### src/rtl/mpm_regs.vh
// Purpose: constants for the metering power mode sequencer
// Assumes: 200 MHz reference clock
// Notes: mode codes are the pin pair {high_mode_pin, low_mode_pin}
`ifndef MPM_REGS_VH
`define MPM_REGS_VH

`define MPM_MODE_REDUCED 2'b00
`define MPM_MODE_NORMAL 2'b01
`define MPM_MODE_LOW_POWER 2'b10
`define MPM_MODE_SLEEP 2'b11

// threshold register: threshold level [2:0], line period field [7:3]
`define MPM_THR_RESET 8'h07
`define MPM_LINE_LSB 3
`define MPM_LINE_MSB 7
// lock configuration register: two-wire lock bit
`define MPM_LOCK_RESET 8'h00
`define MPM_LOCK_TWO_WIRE_BIT 1

`define MPM_CLK_MHZ 200
// measurement window unit 0.02 s
`define MPM_WIN_UNIT_MS 20
`define MPM_WIN_UNIT_CYC (`MPM_WIN_UNIT_MS * 1000 * `MPM_CLK_MHZ)
// least low time of the reset pin
`define MPM_HWRST_MIN_US 10
`define MPM_HWRST_MIN_CYC (`MPM_HWRST_MIN_US * `MPM_CLK_MHZ)
// internal reset transition length in cycles
`define MPM_TRANS_CYC 64
// falling edges of port select that pick the four-wire port
`define MPM_FOUR_WIRE_EDGES 3

`endif

### src/rtl/mpm_phase_counter.v
// Purpose: per-phase threshold crossing counter
// Assumes: hit_i is a one-cycle pulse per crossing
// Notes: saturates; clear wins but keeps a same-cycle hit
`timescale 1ns/100ps
`default_nettype none
module mpm_phase_counter #(
   parameter W = 6
) (
   input wire ref_clk_i,
   input wire reset_i,
   input wire clk_en_i,
   input wire clear_i,
   input wire hit_i,
   input wire [W-1:0] limit_i,
   output reg reached_o
);
   reg [W-1:0] count_r;
   reg [W-1:0] count_nxt;

   always @* begin
      count_nxt = count_r;
      if (clear_i) begin
         count_nxt = {{(W-1){1'b0}}, hit_i};
      end else if (hit_i && (count_r != {W{1'b1}})) begin
         count_nxt = count_r + {{(W-1){1'b0}}, 1'b1};
      end
   end

   always @(posedge ref_clk_i) begin
      if (reset_i) begin
         count_r <= {W{1'b0}};
         reached_o <= 1'b0;
      end else if (clk_en_i) begin
         count_r <= count_nxt;
         reached_o <= (count_nxt >= limit_i);
      end
   end
endmodule // mpm_phase_counter
`default_nettype wire

### src/rtl/mpm_sequencer.v
// Purpose: power mode sequencer of a polyphase metering device
// Assumes: mode, reset and port-select pins are asynchronous; other inputs share ref_clk_i
// Notes: status outputs are registered one cycle after the state they show
//
// Summary of operation
// - mode pins {high,low}: 01 normal, 00 reduced, 10 low power, 11 sleep.
// - low power counts crossings per phase over 0.02*(line+1) s windows.
// - normal to reduced starts mean-absolute computation at once, no interrupt.
// - low power keeps both serial ports off.
// - quiet interrupt low at window end when no phase reached the limit.
// - active interrupt low at window end when any phase reached the limit.
// - sleep shuts down most circuits.
// - sleep keeps both serial ports and the capture port off.
// - hardware reset in normal restores all defaults, two-wire port, DSP idle.
// - software reset keeps threshold, lock and locked port; DSP idle.
// - other modes keep threshold and lock registers; others unavailable.
// - reduced computes mean-absolute currents, serial port limited.
// - low power compares phases to threshold and raises quiet or active.
// - entry to normal ends with reset done set and active interrupt low.
// - reduced entry from low power or sleep pulls active interrupt low.
`timescale 1ns/100ps
`default_nettype none
`include "mpm_regs.vh"
module mpm_sequencer #(
   parameter WIN_UNIT_CYC = `MPM_WIN_UNIT_CYC,
   parameter HWRST_MIN_CYC = `MPM_HWRST_MIN_CYC,
   parameter TRANS_CYC = `MPM_TRANS_CYC
) (
   input wire ref_clk_i,
   input wire reset_i,
   input wire clk_en_i,
   input wire low_mode_pin_i,
   input wire high_mode_pin_i,
   input wire reset_pin_n_i,
   input wire port_select_pin_i,
   input wire sw_reset_i,
   input wire dsp_run_i,
   input wire dsp_stop_i,
   input wire capture_enable_bit_i,
   input wire thr_wr_i,
   input wire [7:0] thr_wdata_i,
   input wire lock_wr_i,
   input wire [7:0] lock_wdata_i,
   input wire reset_done_clr_i,
   input wire quiet_irq_clr_i,
   input wire [2:0] phase_over_i,
   output reg [1:0] mode_o,
   output reg regs_avail_o,
   output reg two_wire_en_o,
   output reg four_wire_en_o,
   output reg serial_limited_o,
   output reg capture_port_en_o,
   output reg circuits_on_o,
   output reg lp_compare_o,
   output reg mav_en_o,
   output reg mav_ready_o,
   output reg dsp_idle_o,
   output reg defaults_load_o,
   output reg reset_done_o,
   output reg quiet_irq_n_o,
   output reg active_irq_n_o,
   output reg [7:0] threshold_o,
   output reg [7:0] lock_cfg_o
);
   localparam [31:0] WIN_LAST_W = WIN_UNIT_CYC - 1;
   localparam [31:0] HW_MIN_W = HWRST_MIN_CYC;
   localparam [31:0] TRANS_LAST_W = TRANS_CYC - 1;
   localparam [31:0] EDGES_W = `MPM_FOUR_WIRE_EDGES;
   localparam [21:0] WIN_LAST = WIN_LAST_W[21:0];
   localparam [11:0] HW_MIN = HW_MIN_W[11:0];
   localparam [15:0] TRANS_LAST = TRANS_LAST_W[15:0];
   localparam [1:0] EDGES = EDGES_W[1:0];

   ////////////////////////////////////////////////////////////////////////////
   // pin synchronisers
   reg [1:0] pin_s1_r, pin_s2_r, pin_prev_r;
   reg rst_s1_r, rst_s2_r, rst_prev_r;
   reg sel_s1_r, sel_s2_r, sel_prev_r;

   always @(posedge ref_clk_i) begin
      if (reset_i) begin
         pin_s1_r <= `MPM_MODE_SLEEP;
         pin_s2_r <= `MPM_MODE_SLEEP;
         pin_prev_r <= `MPM_MODE_SLEEP;
         rst_s1_r <= 1'b1;
         rst_s2_r <= 1'b1;
         rst_prev_r <= 1'b1;
         sel_s1_r <= 1'b1;
         sel_s2_r <= 1'b1;
         sel_prev_r <= 1'b1;
      end else if (clk_en_i) begin
         pin_s1_r <= {high_mode_pin_i, low_mode_pin_i};
         pin_s2_r <= pin_s1_r;
         pin_prev_r <= pin_s2_r;
         rst_s1_r <= reset_pin_n_i;
         rst_s2_r <= rst_s1_r;
         rst_prev_r <= rst_s2_r;
         sel_s1_r <= port_select_pin_i;
         sel_s2_r <= sel_s1_r;
         sel_prev_r <= sel_s2_r;
      end
   end

   ////////////////////////////////////////////////////////////////////////////
   // state
   reg [1:0] mode_r;
   reg busy_r;
   reg [15:0] trans_cnt_r;
   reg [11:0] hw_low_cnt_r;
   reg [7:0] thr_r, lock_r;
   reg locked_r, four_wire_r;
   reg [1:0] edge_cnt_r;
   reg dsp_idle_r, defload_r, done_r, quiet_n_r, active_n_r, mav_ready_r;
   reg [21:0] win_tick_r;
   reg [4:0] win_unit_r;
   wire [2:0] reached;

   wire is_normal = (mode_r == `MPM_MODE_NORMAL);
   wire is_reduced = (mode_r == `MPM_MODE_REDUCED);
   wire is_lp = (mode_r == `MPM_MODE_LOW_POWER);
   wire mode_chg = (pin_s2_r == pin_prev_r) && (pin_s2_r != mode_r);
   wire [4:0] line = thr_r[`MPM_LINE_MSB:`MPM_LINE_LSB];
   wire [5:0] limit = {1'b0, line} + 6'h01;
   wire to_normal = mode_chg && (pin_s2_r == `MPM_MODE_NORMAL);
   wire to_reduced = mode_chg && (pin_s2_r == `MPM_MODE_REDUCED);
   wire to_lp = mode_chg && (pin_s2_r == `MPM_MODE_LOW_POWER);
   // reset pin only counts in normal mode
   wire hw_start = is_normal && !mode_chg && rst_s2_r && !rst_prev_r &&
                   (hw_low_cnt_r >= HW_MIN);
   wire sw_start = is_normal && !mode_chg && !busy_r && sw_reset_i;
   wire trans_end = busy_r && (trans_cnt_r == TRANS_LAST);
   wire wr_ok = is_normal && !busy_r && !mode_chg;
   wire lp_run = is_lp && !mode_chg;
   wire win_end = lp_run && (win_tick_r == WIN_LAST) && (win_unit_r == line);
   wire win_clear = !lp_run || win_end;
   wire any_reached = |reached;
   wire sel_fall = sel_prev_r && !sel_s2_r;
   wire mav_irq = to_reduced && !is_normal;
   wire active_set = trans_end || mav_irq || (win_end && any_reached);
   wire quiet_set = win_end && !any_reached;

   genvar g;
   generate
      for (g = 0; g < 3; g = g + 1) begin : g_phase
         mpm_phase_counter #(
            .W(6)
         ) u_cnt (
            .ref_clk_i(ref_clk_i),
            .reset_i(reset_i),
            .clk_en_i(clk_en_i),
            .clear_i(win_clear),
            .hit_i(lp_run && phase_over_i[g]),
            .limit_i(limit),
            .reached_o(reached[g])
         );
      end
   endgenerate

   ////////////////////////////////////////////////////////////////////////////
   // mode, transition and register retention
   always @(posedge ref_clk_i) begin
      if (reset_i) begin
         mode_r <= `MPM_MODE_SLEEP;
         busy_r <= 1'b0;
         trans_cnt_r <= 16'h0000;
         hw_low_cnt_r <= 12'h000;
         thr_r <= `MPM_THR_RESET;
         lock_r <= `MPM_LOCK_RESET;
         locked_r <= 1'b0;
         four_wire_r <= 1'b0;
         edge_cnt_r <= 2'h0;
         dsp_idle_r <= 1'b1;
         defload_r <= 1'b0;
         done_r <= 1'b0;
         mav_ready_r <= 1'b0;
         win_tick_r <= 22'h000000;
         win_unit_r <= 5'h00;
      end else if (clk_en_i) begin
         defload_r <= 1'b0;
         if (mode_chg) begin
            mode_r <= pin_s2_r;
         end
         if (is_normal && !rst_s2_r) begin
            if (hw_low_cnt_r != 12'hfff) begin
               hw_low_cnt_r <= hw_low_cnt_r + 12'h001;
            end
         end else begin
            hw_low_cnt_r <= 12'h000;
         end
         if (hw_start) begin
            thr_r <= `MPM_THR_RESET;
            lock_r <= `MPM_LOCK_RESET;
            locked_r <= 1'b0;
            four_wire_r <= 1'b0;
            edge_cnt_r <= 2'h0;
         end else if (sw_start || to_normal) begin
            if (!locked_r) begin
               four_wire_r <= 1'b0;
               edge_cnt_r <= 2'h0;
            end
         end else if (wr_ok) begin
            if (thr_wr_i) begin
               thr_r <= thr_wdata_i;
            end
            if (lock_wr_i) begin
               lock_r <= lock_wdata_i;
               if (four_wire_r || lock_wdata_i[`MPM_LOCK_TWO_WIRE_BIT]) begin
                  locked_r <= 1'b1;
               end
            end
            if (sel_fall && !locked_r && !four_wire_r) begin
               if (edge_cnt_r == EDGES - 2'h1) begin
                  four_wire_r <= 1'b1;
               end
               edge_cnt_r <= edge_cnt_r + 2'h1;
            end
         end
         if (hw_start || sw_start || to_normal) begin
            busy_r <= 1'b1;
            trans_cnt_r <= 16'h0000;
            done_r <= 1'b0;
            dsp_idle_r <= 1'b1;
            defload_r <= 1'b1;
         end else if (busy_r) begin
            trans_cnt_r <= trans_cnt_r + 16'h0001;
            if (trans_end) begin
               busy_r <= 1'b0;
               done_r <= 1'b1;
            end
         end else if (done_r && reset_done_clr_i) begin
            done_r <= 1'b0;
         end
         if (mode_chg && !to_normal) begin
            busy_r <= 1'b0;
         end
         if (wr_ok && dsp_run_i && !sw_start && !hw_start) begin
            dsp_idle_r <= 1'b0;
         end else if (dsp_stop_i || (mode_chg && !to_normal)) begin
            dsp_idle_r <= 1'b1;
         end
         if (to_reduced) begin
            mav_ready_r <= 1'b1;
         end else if (mode_chg) begin
            mav_ready_r <= 1'b0;
         end
         if (win_clear) begin
            win_tick_r <= 22'h000000;
            win_unit_r <= 5'h00;
         end else if (win_tick_r == WIN_LAST) begin
            win_tick_r <= 22'h000000;
            win_unit_r <= win_unit_r + 5'h01;
         end else begin
            win_tick_r <= win_tick_r + 22'h000001;
         end
      end
   end

   ////////////////////////////////////////////////////////////////////////////
   // interrupt pins, set wins over clear
   always @(posedge ref_clk_i) begin
      if (reset_i) begin
         quiet_n_r <= 1'b1;
         active_n_r <= 1'b1;
      end else if (clk_en_i) begin
         if (quiet_set) begin
            quiet_n_r <= 1'b0;
         end else if (quiet_irq_clr_i || to_lp) begin
            quiet_n_r <= 1'b1;
         end
         if (active_set) begin
            active_n_r <= 1'b0;
         end else if (reset_done_clr_i || to_lp) begin
            active_n_r <= 1'b1;
         end
      end
   end

   ////////////////////////////////////////////////////////////////////////////
   // registered outputs
   always @(posedge ref_clk_i) begin
      if (reset_i) begin
         mode_o <= `MPM_MODE_SLEEP;
         regs_avail_o <= 1'b0;
         two_wire_en_o <= 1'b0;
         four_wire_en_o <= 1'b0;
         serial_limited_o <= 1'b0;
         capture_port_en_o <= 1'b0;
         circuits_on_o <= 1'b0;
         lp_compare_o <= 1'b0;
         mav_en_o <= 1'b0;
         mav_ready_o <= 1'b0;
         dsp_idle_o <= 1'b1;
         defaults_load_o <= 1'b0;
         reset_done_o <= 1'b0;
         quiet_irq_n_o <= 1'b1;
         active_irq_n_o <= 1'b1;
         threshold_o <= `MPM_THR_RESET;
         lock_cfg_o <= `MPM_LOCK_RESET;
      end else if (clk_en_i) begin
         mode_o <= mode_r;
         regs_avail_o <= is_normal && !busy_r;
         two_wire_en_o <= (is_normal || is_reduced) && !four_wire_r;
         four_wire_en_o <= (is_normal || is_reduced) && four_wire_r;
         serial_limited_o <= is_reduced;
         capture_port_en_o <= is_normal && !busy_r && capture_enable_bit_i;
         circuits_on_o <= (mode_r != `MPM_MODE_SLEEP);
         lp_compare_o <= is_lp;
         mav_en_o <= is_reduced;
         mav_ready_o <= mav_ready_r;
         dsp_idle_o <= dsp_idle_r;
         defaults_load_o <= defload_r;
         reset_done_o <= done_r;
         quiet_irq_n_o <= quiet_n_r;
         active_irq_n_o <= active_n_r;
         threshold_o <= thr_r;
         lock_cfg_o <= lock_r;
      end
   end
endmodule // mpm_sequencer
`default_nettype wire

### config.mk
export PLATFORM = sky130hd
export DESIGN_NAME = mpm_sequencer
export DESIGN_NICKNAME = d
export VERILOG_FILES = /design/src/rtl/mpm_phase_counter.v /design/src/rtl/mpm_sequencer.v
export VERILOG_INCLUDE_DIRS = /design/src /design/src/rtl
export SDC_FILE = /design/constraint.sdc
export NUM_CORES = 1
export LEC_CHECK = 0
export ABC_AREA = 0
export BUFFER_PORTS_ARGS = -buffer_cell sky130_fd_sc_hd__clkbuf_2
export CORE_MARGIN = 4
export CORE_UTILIZATION = 35
export CTS_BUF_LIST = sky130_fd_sc_hd__clkbuf_16
export DETAILED_ROUTE_END_ITERATION = 8
export PLACE_DENSITY = 0.54
export SYNTH_ARGS = -nofsm -noshare
export SYNTH_HDL_FRONTEND = slang
export SYNTH_SLANG_ARGS = --single-unit
export TNS_END_PERCENT = 20
### constraint.sdc
create_clock -name ref_clk_i -period 5.5 [get_ports ref_clk_i]
set_input_delay 0.55 -clock ref_clk_i [delete_from_list [all_inputs] [get_ports ref_clk_i]]
set_output_delay 0.55 -clock ref_clk_i [all_outputs]
set_load 0.05 [all_outputs]
# ---- After elaboration in Yosys (flattened, before gate mapping)
# Cells that the tools add are included.
dict set report totals {
  regBits 148
  input_bits 34
  out_inout_bits 32
  elab_cells 228
}
dict set report classes {
  add_sub_neg 9
  magnitude_cmp 4
  n_eq_ne 19
  mux 56
  reduce_logical 92
}
# cell n
set op_table {}
lappend op_table {{8-bit two-way mux} 8}
lappend op_table {{22-bit two-way mux} 2}
lappend op_table {{1-bit logical AND} 37}
lappend op_table {{6-bit two-way mux} 6}
lappend op_table {{16-bit two-way mux} 2}
lappend op_table {{1-bit two-way mux} 29}
lappend op_table {{12-bit two-way mux} 2}
lappend op_table {{22-bit by 1-bit adder with 22-bit output, second input constant} 1}
lappend op_table {{22-bit == test, second input constant} 1}
lappend op_table {{6-bit by 1-bit adder with 6-bit output, second input constant} 3}
lappend op_table {{6-bit greater-or-equal comparator} 3}
lappend op_table {{6-bit inequality test, second input constant} 3}
lappend op_table {{2-bit nonzero test} 9}
lappend op_table {{16-bit by 1-bit adder with 16-bit output, second input constant} 1}
lappend op_table {{16-bit by 6-bit == test with 1-bit output, second input constant} 1}
lappend op_table {{2-bit AND reduction} 8}
lappend op_table {{3-bit nonzero test} 5}
lappend op_table {{1-bit zero test} 13}
lappend op_table {{12-bit by 1-bit adder with 12-bit output, second input constant} 1}
lappend op_table {{12-bit by 11-bit greater-or-equal comparator with 1-bit output, second input constant} 1}
lappend op_table {{12-bit inequality test, second input constant} 1}
lappend op_table {{4-bit AND reduction} 3}
lappend op_table {{1-bit logical OR} 11}
lappend op_table {{2-bit two-way mux} 5}
lappend op_table {{other kinds (17)} 24}

# ---- Logic depth before layout (Yosys ltp)
# Gate-level depths: netlist of run 1.
dict set report logic_depth {
  ltp_word 12
  depth_mapped 15
  ltp_nobuf 13
}

# ---- By module
# A second synthesis of run 1 with hierarchy kept.
dict set report unflattened {
  cells_unflattened 885
  area_unflattened_um2 7608.5
}
# mod n_inst cells_each area_per_inst_um2 seq_area_each_um2
set modules_own_cells {}
lappend modules_own_cells {mpm_sequencer 1 630 5664.2 2542.4}
lappend modules_own_cells {mpm_phase_counter 3 85 648.1 140.1}

# ---- Worst setup path after synthesis of run 1
# Ideal clock, no wire load.
dict set report synth_path {
  path_kind {register -> register}
  from {register win_tick_r[10]}
  to {register g_phase[2].u_cnt.reached_o}
  setup_time_ns 0.120
  arrival_ns 2.883
  required_time_ns 5.380
  path_slack_ns 2.497
  stages_incl_launch_ff 15
  n_path_buf 3
  period_less_slack_ns 3.003
  path_cell_list {dfxtp_1 -> or4b_1 -> nor4_1 -> and4_1 -> buf_2 -> nand2b_1 -> clkbuf_1 -> buf_2 -> nor2_1 -> ha_1 -> a21oi_1 -> nor2b_1 -> o21ai_0 -> a21oi_1 -> o31a_1}
}
dict set report synth_between {
  elab_chain_cells 6
}
# item line
set synth_lines {}
lappend synth_lines {{start: declaration} mpm_sequencer.v:114} ;# reg [21:0] win_tick_r;
lappend synth_lines {{start signal: assignment} mpm_sequencer.v:253} ;# win_tick_r <= win_tick_r + 22'h000001;
lappend synth_lines {{22-bit == test} mpm_sequencer.v:134} ;# wire win_end = lp_run && (win_tick_r == WIN_LAST) && (win_unit_r == line);
lappend synth_lines {{1-bit logical AND (2 in a row)} mpm_sequencer.v:134}
lappend synth_lines {{1-bit logical OR} mpm_sequencer.v:135} ;# wire win_clear = !lp_run || win_end;
lappend synth_lines {{6-bit two-way mux} mpm_phase_counter.v:22} ;# if (clear_i) begin
lappend synth_lines {{named net g_phase[2].u_cnt.count_nxt[1]} mpm_phase_counter.v:18} ;# reg [W-1:0] count_nxt;
lappend synth_lines {{6-bit greater-or-equal comparator} mpm_phase_counter.v:35} ;# reached_o <= (count_nxt >= limit_i);
lappend synth_lines {{end signal: assignment} mpm_phase_counter.v:35}
lappend synth_lines {{end: declaration} mpm_phase_counter.v:15} ;# output reg reached_o
# The timed path passes the listed nets, and every way through them passes these cells.
# A chain may end at the register's enable or synchronous reset.

# ---- Worst setup path in the final report of run 1
# Ends and elaborated chain as after synthesis.

==> results of run 1 <==
==> Yosys cell counts, types with 6 or more instances <==
master and number:
a211oi_1 7, a21oi_1 44, a22o_1 12, a31oi_1 6, and3_1 13, and4_1 6, clkbuf_1 38, dfxtp_1 148
ha_1 28, inv_1 24, mux2i_1 39, nand2_1 69, nand2b_1 10, nand3_1 34, nand4_1 18, nor2_1 126
nor3_1 22, nor4_1 8, nor4b_1 6, o211ai_1 9, o21ai_0 32, o31ai_1 8, or3_1 12, or4_1 7
xnor2_1 32, xor2_1 33
==> area by class of cell <==
class | count | area (um^2)
Tap cell | 275 | 344
Sequential cell | 148 | 2960
Clock inverter | 15 | 189
Multi-Input combinational cell | 653 | 4160
Clock buffer | 17 | 425
Fill cell | 2196 | 12400
Timing Repair Buffer | 72 | 380
Inverter | 24 | 90.1
==> through the flow <==
step                      util (%)  total power [uW]  hold slack [ns]
after floorplan                  -              1280            0.436
after global placement        37.9              1340            0.453
after detailed placement      37.9              1340            0.455
after CTS                     40.8              2570            0.319
after global routing          40.8              2640            0.317
final                         40.8              2540            0.337
==> cells by family after synthesis <==
logic type | synth area share [%]
AND/OR/NAND/NOR | 23.9
AO/OA/AOI/OAI | 14.6
flip-flops | 39.9
multiplexers | 5.26
buffers and inverters | 3.99
adder cells (fa/ha/maj) | 4.72
XOR/XNOR | 7.67
==> routing by layer <==
| layer | track usage (%) | vias to the layer above | part of all wire, % |
|---|---|---|---|
| li1 | - | 3197 | - |
| met1 | 22.4 | 2876 | 50 |
| met2 | 24.7 | 112 | 45 |
| met3 | 3.72 | 15 | 3.8 |
| met4 | 4.04 | 0 | 1.2 |
| met5 | 0 | - | 0 |
==> worst paths after layout <==
check             slack, ns  depth (start not counted)                         end               from
setup reg to reg       1.87                         11  g_phase[2].u_cnt.reached_o     win_tick_r[10]
hold reg to reg        0.47                          2           capture_port_en_o  capture_port_en_o
hold / removal         0.34                          2                   lock_r[6]    lock_wdata_i[6]
setup / recovery       1.87                         11  g_phase[2].u_cnt.reached_o     win_tick_r[10]
==> report_power, final <==
group | leakage, uW | internal (uW) | switching [uW]
sequential | 0.00120 | 1090 | 23.0
clock | 0.000311 | 756 | 470
combinational | 0.00168 | 65.2 | 139
total | 0.00319 | 1910 | 632
==> registers in the layout, indices dropped and copies added (netlist names), 5 cells and up <==
name,flops
lock_r,8
lock_cfg_o,8
trans_cnt_r,16
win_unit_r,5
threshold_o,8
win_tick_r,22
g_phase.u_cnt.count_r,18
hw_low_cnt_r,12
thr_r,8
==> worst register-to-register path: cells and delay by family (launching register included) <==
family | cells | cell delay [ns]
simple gates | 6 | 2.23
compound gates | 4 | 0.61
flops | 1 | 0.36
fa+ha+maj | 1 | 0.31
==> flow_results.org, run 1 <==
** Cells and area
- Final nets :: about 980
- Most frequent cells in the layout :: 148 x dfxtp_1, 126 x nor2_1, 69 x nand2_1, 64 x clkbuf_2, 44 x a21oi_1
- From synthesis to final layout, the design area changed by 15.3%.
- Leaving out filler cells and counting taps, the final layout contains approximately 1,200.
- Ratio of cells with drive above 1 in the final layout :: approximately an eighth
- Post-route cell area :: between 8000 and 9000 um^2
- Antenna diode count :: 0
- The library cell used most frequently in the layout, excluding fill and tap cells, is dfxtp_1.

** STA
- Maximum clock frequency :: ~280 MHz
- Smallest setup slack after layout :: 1.87 ns
- Of the available clock period, the critical path in the final layout requires roughly two thirds.
- Count of final hold-check violations :: 0
- Setup repair after global routing left no endpoint under its margin.
- The number of max-slew violations in the final report came to 0.
- Summed negative setup slack over all endpoints :: 0 ns
- Worst setup skew after layout :: approximately 0.0079 ns
- Shortest period the worst path allows :: 3.63 ns
- Setup violations, final :: 0
- Slew @ Worst Pin :: 0.904 ns
- In this run the tightest slew margin relative to its limit is about two fifths.

** Yosys
- Number of nets produced by synthesis :: 935
- The cell area that synthesis handed to floorplanning was between 7000 and 8000 um^2.
- Register area share after synthesis :: 39.9%
- Synth warnings :: 0
- Yosys attributes the largest share of cell area to dfxtp_1 40%, nor2_1 6.4%, mux2i_1 5.3%.
- Among all flip-flop cells after synthesis, the most frequent one is dfxtp_1.
- Averaged over all synthesized cells, the footprint is 8.50 um^2.
- Unique masters post-synth :: 69
- Number of enable flip-flop cells after synthesis :: 0
- The top cell type by area accounts for between 30% and 40% of the synthesized area.
- Synthesis produced slightly below 900 cells.
- The biggest area contributor in the post-synthesis netlist is dfxtp_1.
- Counting flops with an async set or reset pin after synthesis yields a share of 0%.
- In this run, synthesis produced a sequential element count of 148.

** CTS
- Once the clock tree was built, the setup fixing pass inserted 0 buffers.
- Clock-pin slew was measured on the worst setup and hold paths at ~0.060 ns.
- Maximum number of buffers from clock root to sink :: 2
- CTS-repair resized insts :: 0
- Clock network latency to the later pin of the worst-skew pair :: around 0.42 ns
- Root buffer cell :: clkbuf_16
- TritonCTS built the clock tree.
- Count of H-tree levels built during CTS :: 4
- TritonCTS buffer count :: 17
- TritonCTS sink count :: ~150
- CTS Hold Buffers Added :: 0

** Global routing
- GRT Resource Usage Total :: around 16%
- Entering global routing, the biggest net connects between 60 and 70 pins.
- Number of global-route vias before repair :: slightly below 6,000
- First-pass GRT wire length :: around 30,000 um
- Sum of overflow across all layers after global routing :: 0
- The number of antenna violations at the first check in global routing was 0.

** Critical path
- The worst setup path is launched from a flop.
- Broken down by cell family, the worst path's largest delay share belongs to simple AND/OR/NAND/NOR gates.
- Worst-path fanout max :: 17
- The worst setup path is captured at a flop.
- Setup Crit Path Kind :: reg -> reg
- Data arrival time at the worst-slack endpoint :: around 3.9 ns
- Among the stages of the critical path, the cell type that occurs most often is a21oi_1.
- Slowest cell on the critical path :: and4_1
- Data required time of the worst path :: 5.81 ns
- Critical path buffers and inverters :: 0
- Critical Path, Cell by Cell :: or4b_1 -> nor4_1 -> and4_1 -> nand2b_1 -> nor2_1 -> ha_1 -> a21oi_1 -> nor2b_1 -> o21ai_0 -> a21oi_1 -> o31a_1
- Stage delay of the slowest cell on the critical path :: approximately 0.61 ns

** Floorplan
- The initialized floorplan defines 53 standard-cell rows.
- During I/O placement, the number of pins put on the boundary was 66.
- Die height :: 154 um
- Placeable Area :: between 20,000 and 25,000 um^2
- Initial cell density of the core :: 35.4%
- Die width :: 154 um
- Die footprint :: between 20,000 and 25,000 um^2

** Run
- Max-cap check violation count :: 0

** Status
- The run finished with clean final reports.

** Placed design
- Input and output buffers added on the ports amount to 65.
- Worst setup slack after placement :: roughly 1.9 ns
- Including well taps, the total number of placed cells is 1,172.
- The congestion estimate from routability-driven global placement came to between 0.7 and 0.8.
- Final HPWL DP :: 12,800 um
- The placed instances occupy a cell area of between 7000 and 8000 um^2.

** Route
- Via count :: ~6,200
- Before antenna repair, the detailed router went through 5 iterations.
- Drt total wl :: ~19,000 um
- In the final routed layout, each cell accounts on average for around 15 um.
- Ratio of routed vias to standard cells :: around 5.1
- After the first detailed-routing iteration, the DRC count stood at 350.
- DRC violation count after routing :: 0
- Remaining antenna violation count :: 0

** Power
- Across the VDD grid, the largest voltage drop is approximately 0.18 mV.
- Power density cells :: about 300 nW/um^2
- The analysis attributes to cell leakage a power of 0.00319 uW.

** Hold path
- The path class of the tightest hold or removal check is in -> reg.
No activity file was read; power rests on OpenSTA's default activity.
==> run 2: changes to the inputs <==
--- a/config.mk
+++ b/config.mk
@@ -6,13 +6,13 @@
 export SDC_FILE = /design/constraint.sdc
 export NUM_CORES = 1
 export LEC_CHECK = 0
-export ABC_AREA = 0
+export ABC_AREA = 1
 export BUFFER_PORTS_ARGS = -buffer_cell sky130_fd_sc_hd__clkbuf_2
 export CORE_MARGIN = 4
 export CORE_UTILIZATION = 35
 export CTS_BUF_LIST = sky130_fd_sc_hd__clkbuf_16
 export DETAILED_ROUTE_END_ITERATION = 8
-export PLACE_DENSITY = 0.54
+export PLACE_DENSITY = 0.53
 export SYNTH_ARGS = -nofsm -noshare
 export SYNTH_HDL_FRONTEND = slang
 export SYNTH_SLANG_ARGS = --single-unit
==> constraint.sdc (replaced) <==
create_clock -name ref_clk_i -period 3.7 [get_ports ref_clk_i]
set_input_delay 0.37 -clock ref_clk_i [delete_from_list [all_inputs] [get_ports ref_clk_i]]
set_output_delay 0.37 -clock ref_clk_i [all_outputs]
set_load 0.05 [all_outputs]
==> flow_results.org, run 2 <==
** Critical path
- At the worst endpoint, the required time is 3.98 ns.
- Critical path buffers and inverters :: 2
- Worst setup path end :: g_phase[1].u_cnt.reached_o
- Instance count on the critical path :: 16
- In this run the critical register-to-register path is launched from win_tick_r[1].
- STA classifies the critical path startpoint as a flop.
- Measured in cells, the most critical reg-to-reg path has a length of 16.
- The slowest stage of the critical path is the o21a_1 cell.
- The worst register-to-register path ends at g_phase[1].u_cnt.reached_o.
- Among cell families on the critical path, the largest total delay comes from simple AND/OR/NAND/NOR gates.
- Worst-case register-to-register setup slack :: between 0.7 and 0.8 ns
- In this run the worst setup path begins at win_tick_r[1].
- Data arrival time at the worst-slack endpoint :: between 3 and 4 ns
- Walking the worst path, the cells encountered are ha_1 -> nand2_1 -> nor2_1 -> nand3_1 -> nor2_1 -> nand3_1 -> o21a_1 -> nand3_1 -> inv_1 -> ha_1 -> nand2_1 -> inv_1 -> o211ai_1 -> o2111ai_1 -> nand2_1 -> a21oi_1.
- The worst setup path is of the reg -> reg kind.
- In this run the worst path has a maximum fanout of 23.
- Stage delay of the slowest cell on the critical path :: 0.56 ns
- The worst setup path is captured at a flop.

** Route
- Ratio of routed vias to standard cells :: about 5
- Remaining antenna violation count :: 0
- The highest metal layer carrying signal wires in the routed design is met4.
- Routed met3 length :: 670 um
- Dividing the detail-routed wire length by the instance count gives around 14 um.
- Number of detailed-routing iterations run before antenna repair :: 5
- Number of DRC violations after detailed-routing iteration 0 :: about 450
- After detailed routing, the wire length on met1 is around 10,000 um.
- The final layout contains routed wiring with a total length of just over 20,000 um.
- DRC violation count after routing :: 0
- Via count :: ~7,000
- Routed wire length on met2 :: 9290 um

** CTS
- The number of clock buffers added by TritonCTS is 17.
- The tree built by TritonCTS fans out to approximately 150 sinks.
- Root buffer cell :: clkbuf_16
- Post-CTS timing repair inserted 0 buffers for setup.
- CTS Hold Buffers Added :: 0
- CTS-repair resized insts :: 0
- TritonCTS built the clock tree.
- In this run the number of H-tree levels came out at 4.
- For the worst-skew pair, the clock arrives at the later sink with an insertion delay of between 0.4 and 0.5 ns.
- After clock tree synthesis, the clock-pin slew on the worst setup and hold paths is ~0.06 ns.
- Maximum number of buffers from clock root to sink :: 2

** Floorplan
- During I/O placement, the number of pins put on the boundary was 66.
- Rows :: 54
- Initial cell density of the core :: a little over a third
- From bottom edge to top edge, the die measures around 160 um.
- Die width :: approximately 160 um
- In this run the standard cell core region covers 21,800 um^2.
- The floorplan step defined a die boundary enclosing about 25,000 um^2.

** Cells and area
- Compared with the post-synthesis result, the final layout area differs by 14.2%.
- The register with the most flip-flops in the layout has 22 of them.
- Leaving out fill and tap cells, the most frequent cells in the layout are 258 x nand2_1, 148 x dfxtp_1, 137 x nor2_1, 104 x inv_1, 86 x nand3_1.
- After routing the design area is just under 9000 um^2.
- The library cell used most frequently in the layout, excluding fill and tap cells, is nand2_1.
- Ratio of cells with drive above 1 in the final layout :: 12.1%
- After the last flow step, the layout net total stands at roughly 1,200.
- Register with the most flip-flops :: win_tick_r
- 0 antenna diodes ended up in the layout.
- Filler cells :: approximately 2,300
- In the final layout, the registers with the most flip-flops are win_tick_r x22, g_phase.u_cnt.count_r x18, trans_cnt_r x16.

** Yosys
- Dominant synthesized flop cell :: dfxtp_1
- In the post-synthesis netlist, the cell with the most instances is nand2_1.
- Average cell area after synthesis :: between 6 and 7 um^2
- Synthesis instantiated 42 different standard cells from the library.
- The synthesized design spends more area on one cell type than any other, namely dfxtp_1.
- Area of the mapped netlist :: ~8000 um^2
- Synth warnings :: 0
- Register area share after synthesis :: between 30% and 40%
- Counting flops with a built-in enable in the synthesized netlist gives 0.
- After synthesis the netlist holds a flip-flop and latch count of approximately 150.
- Cells taking the most area after synthesis :: dfxtp_1 38%, nand2_1 12%, nor2_1 6.6%
- Proportion of synthesized flip-flops having asynchronous set or reset :: 0%
- Counting every net in the synthesized netlist gives roughly 1,200.
- After technology mapping, the gate count stands at 1,119.
- Leading post-synthesis cells by instance count :: 258 x nand2_1, 148 x dfxtp_1, 137 x nor2_1
- Fraction of synthesized cell area taken by the top area cell type :: 38.1%

** Power
- Total Power :: about 4000 uW
- The worst-case IR drop observed on VDD is between 0.2 and 0.25 mV.
- Power density cells :: around 450 nW/um^2
- Summed over all cells, the static leakage comes to between 0.003 and 0.004 uW.

** STA
- RSZ-0062 raised after global routing :: no
- Slew @ Worst Pin :: 1.10 ns
- For this run, the top clock speed supported by timing is around 340 MHz.
- After layout, the minimum clock period comes to 2.98 ns.
- The number of max-slew violations in the final report came to 0.
- After routing, the total negative slack on setup checks comes to 0 ns.
- The number of hold violations in the final report came to 0.
- The final critical path takes up between 80% and 90% of the cycle.
- Worst slew slack as a fraction of its limit :: a little over a quarter
- Worst setup skew after layout :: 0.0109 ns
- Setup violations remaining at the end of the flow were counted as 0.
- Across all setup checks in the final design, the least slack found is ~0.72 ns.

** Hold path
- Hold Crit Start :: low_mode_pin_i
- Type of the tightest min-delay check :: in -> reg

** Placed design
- Final HPWL DP :: around 14,000 um
- After detailed placement, the total cell area comes to around 8300 um^2.
- Placer congestion estimate :: around 0.8
- The count of buffers added on input and output ports is 65.
- Worst setup slack after placement :: roughly 0.73 ns

** Status
- The run finished with clean final reports.

** Global routing
- Largest net degree at the start of global routing :: 61
- First-pass GRT wire length :: 33,400 um
- The number of antenna violations at the first check in global routing was 0.
- In the global route stage, overall resource usage came out at 16.7%.
- Number of global-route vias before repair :: 6,746
- Global routing finished with a remaining overflow of 0.

** Run
- Max-cap check violation count :: 0
-- run 2: cell types whose count changed after synthesis, moves of 12 or more --
cell / delta
a22o_1: -12
xnor2_1: -27
nand3_1: +52
or3_1: -12
a21oi_1: +37
inv_1: +81
o21ai_0: +28
clkbuf_1: -12
mux2i_1: -39
nand2_1: +189
-- run 2: cell families after synthesis --
| logic type | count (synthesis) | synth area share [%] |
|---|---|---|
| XOR/XNOR | 41 | 4.62 |
| buffers and inverters | 159 | 8.05 |
| AO/OA/AOI/OAI | 172 | 12.4 |
| adder cells (fa/ha/maj) | 28 | 4.51 |
| flip-flops | 148 | 38.1 |
| AND/OR/NAND/NOR | 571 | 32.3 |
-- run 2: through the flow --
| stage | cells | utilization (%) | hold WS [ns] |
|---|---|---|---|
| after floorplan | 1119 | - | 0.429 |
| after global placement | 1424 | 37.9 | 0.442 |
| after detailed placement | 1424 | 37.9 | 0.444 |
| after CTS | 1455 | 40.6 | 0.138 |
| after global routing | 1455 | 40.6 | 0.156 |
| final | 1455 | 40.6 | 0.154 |
-- run 2: worst min-delay path by stage --
stage	slack, ns	end	depth (start not counted)
after floorplan	0.43	pin_s1_r[0]	2
after global placement	0.44	thr_r[1]	2
after detailed placement	0.44	thr_r[0]	2
after CTS	0.14	pin_s1_r[0]	3
after global routing	0.16	pin_s1_r[0]	3
final	0.15	pin_s1_r[0]	3
-- run 2: worst reg2reg max path, delay by kind of cell, from the launching register on --
family | cells | cell delay [ns]
AOI/OAI and AO/OA | 4 | 0.83
adders and majority gates | 2 | 0.45
buffers and inverters | 2 | 0.11
DFF | 1 | 0.35
and+or+nand+nor | 8 | 1.10
-- run 2: routing by layer --
metal | global-route usage [%] | vias up
li1 | - | 3733
met1 | 22.6 | 3254
met2 | 27.5 | 114
met3 | 3.00 | 21
met4 | 4.67 | 0
met5 | 0 | -
-- run 2: power breakdown --
part / total [uW] / switching [uW] / internal [uW]
clock network: 1760 / 708 / 1050
registers: 1700 / 48.0 / 1650
logic: 506 / 367 / 139
total: 3970 / 1120 / 2850
-- run 2: area by class of cell --
cell class,instances,area [um^2],area share [%]
Clock buffer,17,425,4.80
Clock inverter,14,163,1.83
Inverter,115,432,4.87
Multi-Input combinational cell,812,4180,47.1
Sequential cell,148,2960,33.4
Tap cell,280,350,3.95
Timing Repair Buffer,69,358,4.03
